File: src/pkg/amc_consts.svh
// Register addresses, field positions, reset values and timing counts of the converter control
`ifndef AMC_CONSTS_SVH
`define AMC_CONSTS_SVH

`define AMC_RESULT_ADDR   8'h84
`define AMC_CONTROL_ADDR  8'hA0
`define AMC_ENABLE_BIT    5
`define AMC_DONE_BIT      4
`define AMC_START_BIT     3
`define AMC_SEL_MSB       2
`define AMC_SEL_LSB       0
`define AMC_RESERVED_READ 2'h3
`define AMC_CONTROL_RESET 8'hC0
`define AMC_RESULT_RESET  8'h00
`define AMC_OSC_PER_MC    12
`define AMC_CONV_MC       40
`define AMC_CHANNELS      5

`endif

File: src/pkg/amc_pkg.sv
// Types shared by the converter control design
package amc_pkg;
    typedef logic [7:0] amc_byte_t;
    typedef logic [2:0] amc_sel_t;
    typedef enum logic [1:0] {AMC_IDLE, AMC_BUSY, AMC_DONE} amc_state_e;
endpackage

File: src/logic/amc_cycle_tick.sv
// Machine-cycle tick generator: one pulse every DIV clocks after a restart
`timescale 1ns/10ps
module amc_cycle_tick #(
    parameter int DIV = 12
) (
    input  wire logic ref_clk,
    input  wire logic rstn,
    input  wire logic restart,
    output logic      tick
);
    localparam int W = (DIV < 2) ? 1 : $clog2(DIV);
    localparam logic [W-1:0] LAST = W'(DIV - 1);

    logic [W-1:0] cnt;

    generate
        if (DIV < 2) begin : g_bad_div
            $error("amc_cycle_tick needs DIV of at least 2");
        end
    endgenerate

    // Restart realigns the phase so a conversion spans whole machine cycles
    always_ff @(posedge ref_clk) begin
        if (!rstn || restart || cnt == LAST) begin
            cnt <= '0;
        end else begin
            cnt <= cnt + 1'b1;
        end
    end

    // Pulse on the last oscillator period of each machine cycle
    assign tick = !restart && (cnt == LAST);
endmodule

File: src/logic/amc_converter_ctrl.sv
// Control logic for the five-channel multiplexed 8-bit converter
`timescale 1ns/10ps
`include "amc_consts.svh"

module amc_converter_ctrl #(
    parameter int MC_DIV  = `AMC_OSC_PER_MC,
    parameter int CONV_MC = `AMC_CONV_MC
) (
    input  wire logic                ref_clk,
    input  wire logic                rstn,
    input  wire logic [7:0]          sfr_addr,
    input  wire amc_pkg::amc_byte_t  sfr_wdata,
    input  wire logic                sfr_wr,
    input  wire logic                sfr_rd,
    output amc_pkg::amc_byte_t       sfr_rdata,
    input  wire logic                converter_interrupt_enable,
    input  wire logic                idle_mode,
    input  wire logic                power_down,
    input  wire amc_pkg::amc_byte_t  adc_code,
    output logic [4:0]               analog_sel,
    output logic                     conv_run,
    output logic                     conversion_irq,
    input  wire logic [4:0]          port_latch,
    output logic [4:0]               port_rd_data,
    input  wire logic [4:0]          pin_in,
    output logic [4:0]               pin_out,
    output logic [4:0]               pin_oe
);
    import amc_pkg::*;

    localparam int CONV_CLKS = CONV_MC * MC_DIV;
    localparam int MCW       = (CONV_MC < 2) ? 1 : $clog2(CONV_MC);
    localparam logic [MCW-1:0] MC_LAST = MCW'(CONV_MC - 1);

    generate
        if (CONV_MC < 2 || MC_DIV < 2) begin : g_bad_timing
            $error("amc_converter_ctrl needs CONV_MC and MC_DIV of at least 2");
        end
    endgenerate

    amc_state_e     state;
    amc_state_e     next_state;
    logic           converter_enable;
    amc_sel_t       channel_sel;
    amc_byte_t      conversion_result_reg;
    logic [MCW-1:0] mc_cnt;
    logic [4:0]     pin_meta;
    logic [4:0]     pin_sync;
    logic           mc_tick;

    // Bus decode; only whole-byte accesses exist, no bit addresses decode here
    wire hit_ctrl    = (sfr_addr == `AMC_CONTROL_ADDR);
    wire hit_result  = (sfr_addr == `AMC_RESULT_ADDR);
    wire wr_ctrl     = sfr_wr && hit_ctrl;
    wire rd_result   = sfr_rd && hit_result;
    wire next_enable = sfr_wdata[`AMC_ENABLE_BIT];
    wire start_req   = wr_ctrl && sfr_wdata[`AMC_START_BIT] && next_enable;

    // Status bits are views of the sequencer state, so both can never be one
    wire conversion_start_bit = (state == AMC_BUSY);
    wire conversion_done_flag = (state == AMC_DONE);
    wire sleep_abort          = idle_mode || power_down;
    wire complete             = conversion_start_bit && mc_tick && (mc_cnt == MC_LAST);
    wire start_ok             = (state == AMC_IDLE) && start_req && !sleep_abort;

    // Select decode; codes above four pick no pin
    wire [4:0] sel_onehot = (channel_sel < 3'h5) ? (5'h01 << channel_sel) : 5'h00;

    wire amc_byte_t ctrl_view = {`AMC_RESERVED_READ, converter_enable, conversion_done_flag,
                                 conversion_start_bit, channel_sel};
    wire amc_byte_t next_rdata = !sfr_rd     ? sfr_rdata :
                                 hit_ctrl   ? ctrl_view :
                                 hit_result ? conversion_result_reg : 8'h00;

    // Sequencer: completion beats a same-cycle result read, which only acts in DONE
    always_comb begin
        next_state = state;
        unique case (state)
            AMC_IDLE: begin
                if (start_ok) begin
                    next_state = AMC_BUSY;
                end
            end
            AMC_BUSY: begin
                if (sleep_abort || !converter_enable) begin
                    next_state = AMC_IDLE;
                end else if (complete) begin
                    next_state = AMC_DONE;
                end
            end
            AMC_DONE: begin
                if (rd_result) begin
                    next_state = AMC_IDLE;
                end
            end
        endcase
    end

    // Start-bit writes of zero do not reach the state; only completion, idle/power-down or a cleared enable ends BUSY
    always_ff @(posedge ref_clk) begin
        if (!rstn) begin
            state <= AMC_IDLE;
        end else begin
            state <= next_state;
        end
    end

    // Enable follows every control write; reset forces it low
    always_ff @(posedge ref_clk) begin
        if (!rstn) begin
            converter_enable <= 1'b0;
        end else if (wr_ctrl) begin
            converter_enable <= next_enable;
        end
    end

    // Select is frozen while busy or done so the sampled pin cannot move
    always_ff @(posedge ref_clk) begin
        if (!rstn) begin
            channel_sel <= 3'h0;
        end else if (wr_ctrl && state == AMC_IDLE) begin
            channel_sel <= sfr_wdata[`AMC_SEL_MSB:`AMC_SEL_LSB];
        end
    end

    // Machine-cycle counter restarts with each accepted start
    always_ff @(posedge ref_clk) begin
        if (!rstn || start_ok) begin
            mc_cnt <= '0;
        end else if (conversion_start_bit && mc_tick) begin
            mc_cnt <= mc_cnt + 1'b1;
        end
    end

    amc_cycle_tick #(
        .DIV(MC_DIV)
    ) u_tick (
        .ref_clk(ref_clk),
        .rstn   (rstn),
        .restart(start_ok),
        .tick   (mc_tick)
    );

    // Result latches only at completion, which cannot happen while DONE holds
    always_ff @(posedge ref_clk) begin
        if (!rstn) begin
            conversion_result_reg <= `AMC_RESULT_RESET;
        end else if (complete && next_state == AMC_DONE) begin
            conversion_result_reg <= adc_code;
        end
    end

    // Read data registered, answer one cycle after the read strobe
    always_ff @(posedge ref_clk) begin
        if (!rstn) begin
            sfr_rdata <= 8'h00;
        end else begin
            sfr_rdata <= next_rdata;
        end
    end

    // Pin synchroniser; first stage feeds only the second
    always_ff @(posedge ref_clk) begin
        if (!rstn) begin
            pin_meta <= 5'h1F;
            pin_sync <= 5'h1F;
        end else begin
            pin_meta <= pin_in;
            pin_sync <= pin_meta;
        end
    end

    // Pin sharing: drivers released while enabled since analog pins would fight them
    always_ff @(posedge ref_clk) begin
        if (!rstn) begin
            pin_oe       <= 5'h00;
            port_rd_data <= 5'h1F;
            analog_sel   <= 5'h00;
        end else begin
            pin_oe       <= converter_enable ? 5'h00 : ~port_latch;
            port_rd_data <= converter_enable ? (pin_sync | sel_onehot) : pin_sync;
            analog_sel   <= converter_enable ? sel_onehot : 5'h00;
        end
    end

    // Low-drive only: a latch of one leaves the pin to its pull-up
    assign pin_out        = 5'h00;
    assign conv_run       = conversion_start_bit;
    assign conversion_irq = conversion_done_flag && converter_interrupt_enable;

    // Helper: clocks since the accepted start
    int conv_age;
    always_ff @(posedge ref_clk) begin
        if (!rstn || start_ok) begin
            conv_age <= 0;
        end else if (conversion_start_bit) begin
            conv_age <= conv_age + 1;
        end
    end

    localparam int LAST_AGE = CONV_CLKS - 1;
endmodule

File: config.mk
export PLATFORM = sky130hd
export DESIGN_NAME = amc_converter_ctrl
export DESIGN_NICKNAME = d
export VERILOG_FILES = /design/src/pkg/amc_pkg.sv /design/src/logic/amc_cycle_tick.sv /design/src/logic/amc_converter_ctrl.sv
export VERILOG_INCLUDE_DIRS = /design/src /design/src/pkg
export SDC_FILE = /design/constraint.sdc
export NUM_CORES = 1
export LEC_CHECK = 0
export ABC_AREA = 1
export BUFFER_PORTS_ARGS = -buffer_cell sky130_fd_sc_hd__buf_2
export CAP_MARGIN = 40
export CELL_PAD_IN_SITES_DETAIL_PLACEMENT = 1
export CELL_PAD_IN_SITES_GLOBAL_PLACEMENT = 1
export CORE_MARGIN = 10
export CORE_UTILIZATION = 39
export CTS_CLUSTER_DIAMETER = 40
export CTS_CLUSTER_SIZE = 30
export DETAILED_ROUTE_END_ITERATION = 16
export GPL_TIMING_DRIVEN = 1
export PLACE_DENSITY = 0.9
export RECOVER_POWER = 50
export SLEW_MARGIN = 20
export SYNTH_ARGS = -nofsm -noshare
export SYNTH_HDL_FRONTEND = slang
export SYNTH_SLANG_ARGS = --single-unit
export TNS_END_PERCENT = 100
File: constraint.sdc
create_clock -name ref_clk -period 4.3 [get_ports ref_clk]
set_clock_uncertainty 0.05 [all_clocks]
set_input_delay 0.215 -clock ref_clk [delete_from_list [all_inputs] [get_ports ref_clk]]
set_output_delay 0.215 -clock ref_clk [all_outputs]
set_load 0.01 [all_outputs]
==> impl_metrics.json <==
{
  "finalSetupTns_ns": 0,
  "grt_overflow": 0,
  "slew_headroom": 0.4332,
  "routed_wl_mm": 7.545,
  "p_per_area_nw_per_um2": 385.4,
  "synth_cell_types": 32,
  "grt_use_total": 0.1514,
  "ys_seq_area_frac": 0.4856,
  "p_leak_nw": 1.279,
  "ir_drop_mv": 0.1981,
  "synth_area_leaders": "dfxtp_1, nand2_1, nor2_1",
  "rsz0062_at_grt": "false",
  "insertion_delay_ns": 0.34,
  "path_class": "reg2reg",
  "clockBufferDepth": 2,
  "worst_slew_pin_slew_ns": 0.8501,
  "cts_root_buffer": "clkbuf_8",
  "yosys-top-cells-count": "dfxtp_1, nand2_1, nor2_1, inv_1, nand3_1",
  "syn_to_final_growth_pct": 25.77,
  "pre_cts_slack_ns": 2.341,
  "post_drt_wl_per_cell_microns": 16.80,
  "finalPower_mw": 1.139,
  "dr_total_vias": 2201,
  "worstReg2RegEnd": "conversion_result_reg[5]",
  "first_pass_iters": 6,
  "yosys_warnings": 0,
  "crit_path_frequent_cell": "nor2_4",
  "timing.final.ws_setup_ns": 2.273,
  "crit_required_ns": 4.49,
  "yosysMostFrequentCell": "dfxtp_1",
  "outcome": "finished, final reports clean",
  "setup_viol": 0,
  "cts_max_level": 3,
  "swShare": 0.2399,
  "internal_power_mw": 0.8657,
  "cp_cell_sequence": "inv_1, ha_1, nand2_1, nor2_4, nand4_4, nor2_4, a21oi_2, nand2_2, nor2_4, nand3_1, nand2_1, nor2_1",
  "comb_power_share": 0.061,
  "cts_buffers": 9,
  "cp_slowest_cell": "dfxtp_1",
  "multi_input_area_sq_um": 1001,
  "portBuffers": 62,
  "placed_cells": 425,
  "hold_class": "in2reg",
  "drcViolationCount": 0,
  "grt_max_degree": 25,
  "cp_max_fo": 8,
  "die_x_microns": 97.62,
  "clk_pin_slew_ns": 0.07,
  "rows": 28,
  "crit_path_end": "conversion_result_reg[5]",
  "hold_violations": 0,
  "first_iter_violations": 60,
  "cp-startpoint": "state[0]",
  "max_cap_viol_count": 0,
  "power_frac_clock": 0.462,
  "grt_pass1_vias": 2431,
  "maxSlewViolCount": 0,
  "initial_core_util": 0.3992,
  "yosys.area.top_type": "dfxtp_1",
  "final_layout_size_suffix_gt1_frac": 0.2306,
  "pin_count": 71,
  "ys_ff_latch": 57,
  "nets": 414,
  "synthDominantCellAreaShare": 0.4856,
  "crit_arrival_ns": 2.21,
  "synth_edf_count": 0,
  "slowest_delay_ns": 0.44,
  "num-fill-cells": 776,
  "die_h_microns": 97.62,
  "grt_pass1_wl_mm": 11.76,
  "ff2ff_path_depth": 12,
  "die_area_sq_um": 9530,
  "regArea_sq_um": 1141,
  "fin_crit_sh": 0.4714,
  "startpoint_type": "flip-flop",
  "cts_tree": "built",
  "core-area_sq_um": 5886,
  "synth_area_sq_um": 2350,
  "synth_cells": 293,
  "ys.flop_type": "dfxtp_1",
  "r2r_start": "state[0]",
  "stdcell_count": 449,
  "viasPerCell": 4.902,
  "fmax_ghz": 0.4933,
  "synth_area_per_cell_sq_um": 8.020,
  "net-switching-power_mw": 0.2732,
  "clkSinkCount": 57,
  "cts_resized": 0,
  "seqPwrFrac": 0.477,
  "dp_hpwl_mm": 5.061,
  "antenna_found_initial": 1,
  "place.gp.congestion": 0.7618,
  "fin_crit_ns": 2.027,
  "endpoint_kind": "flip-flop",
  "rrSetupSlack_ns": 2.27,
  "synthArstFlopShare": 0,
  "fin_util": 0.5021,
  "drtAntennaViolNets": 0
}
[repair_timing]
item	in CTS	in global routing
hold endpoints to repair	5	2
hold buffers	5	2
buffers inserted	0	0
[layer usage]
metal | vias up | global-route usage | routed length, microns
li1 | 1070 | - | -
met1 | 1044 | 0.1381 | 2689
met2 | 66 | 0.2938 | 4199
met3 | 21 | 0.06259 | 484
met4 | 0 | 0.04586 | 172
met5 | - | 0 | 0
[final cells by class]
cell class	instances	area share
multi-input cells	188	0.3387
diodes	1	0.0008467
inverters	43	0.05461
well taps	75	0.03175
clock buffers	11	0.05123
repair buffers	69	0.1185
clock inverters	5	0.01820
flip-flops and latches	57	0.3861
[metrics by stage]
step,hold WS [ns],cell area [sq um]
3_5_place_dp,0.3244,2715
2_1_floorplan,0.2374,2365
3_3_place_gp,0.3219,2715
6_report,0.01439,2955
4_1_cts,0.003438,2970
5_1_grt,0.001540,2955
[cells by family after synthesis]
kind of cell,synth area share
XOR/XNOR,0.003728
buffers and inverters,0.09159
adder cells (fa/ha/maj),0.02662
other,0.001596
flip-flops,0.4856
AND/OR/NAND/NOR,0.3126
AO/OA/AOI/OAI,0.07828
[power by group through the flow]
stage	Clock [mW]	Sequential (mW)	Combinational, mW
after floorplan	0	0.556	0.0340
after global placement	0	0.554	0.0593
after detailed placement	0	0.554	0.0633
after CTS	0.526	0.543	0.0684
after global routing	0.558	0.544	0.0763
final	0.526	0.543	0.0690
[worst max-delay path, delay by kind of cell, from the launching register on]
kind	cells	cell delay [ns]
AOI/OAI and AO/OA	1	0.17
adders and majority gates	1	0.24
DFF	1	0.44
and+or+nand+nor	9	0.93
buffers and inverters	1	0.10
[cells in the final DEF, fill, tap and decap left out, types with 2 or more instances in the layout]
cell / n
or3_1: 3
nor2_4: 4
or2_2: 12
nand4_1: 2
inv_1: 41
a31oi_1: 6
nor3_1: 3
a21oi_1: 11
buf_2: 38
conb_1: 5
inv_2: 2
clkbuf_1: 24
dlygate4sd3_1: 7
a21oi_2: 2
nand3_1: 23
nand2_2: 4
ha_1: 5
nand2_1: 45
dfxtp_1: 57
o21ai_0: 8
clkinv_2: 3
clkbuf_8: 11
nor2_1: 43
a221oi_1: 2
[how the worst min path moves through the flow]
stage | start | endpoint | slack, ns | cells past startpoint
after floorplan | port_latch[0] | pin_oe[0] | 0.24 | 1
after global placement | port_latch[4] | pin_oe[4] | 0.32 | 2
after detailed placement | port_latch[1] | pin_oe[1] | 0.32 | 2
after CTS | pin_in[4] | pin_meta[4] | 0.003 | 2
after global routing | pin_in[1] | pin_meta[1] | 0.002 | 2
final | pin_in[0] | pin_meta[0] | 0.01 | 2
No activity file was read; power rests on OpenSTA's default activity.
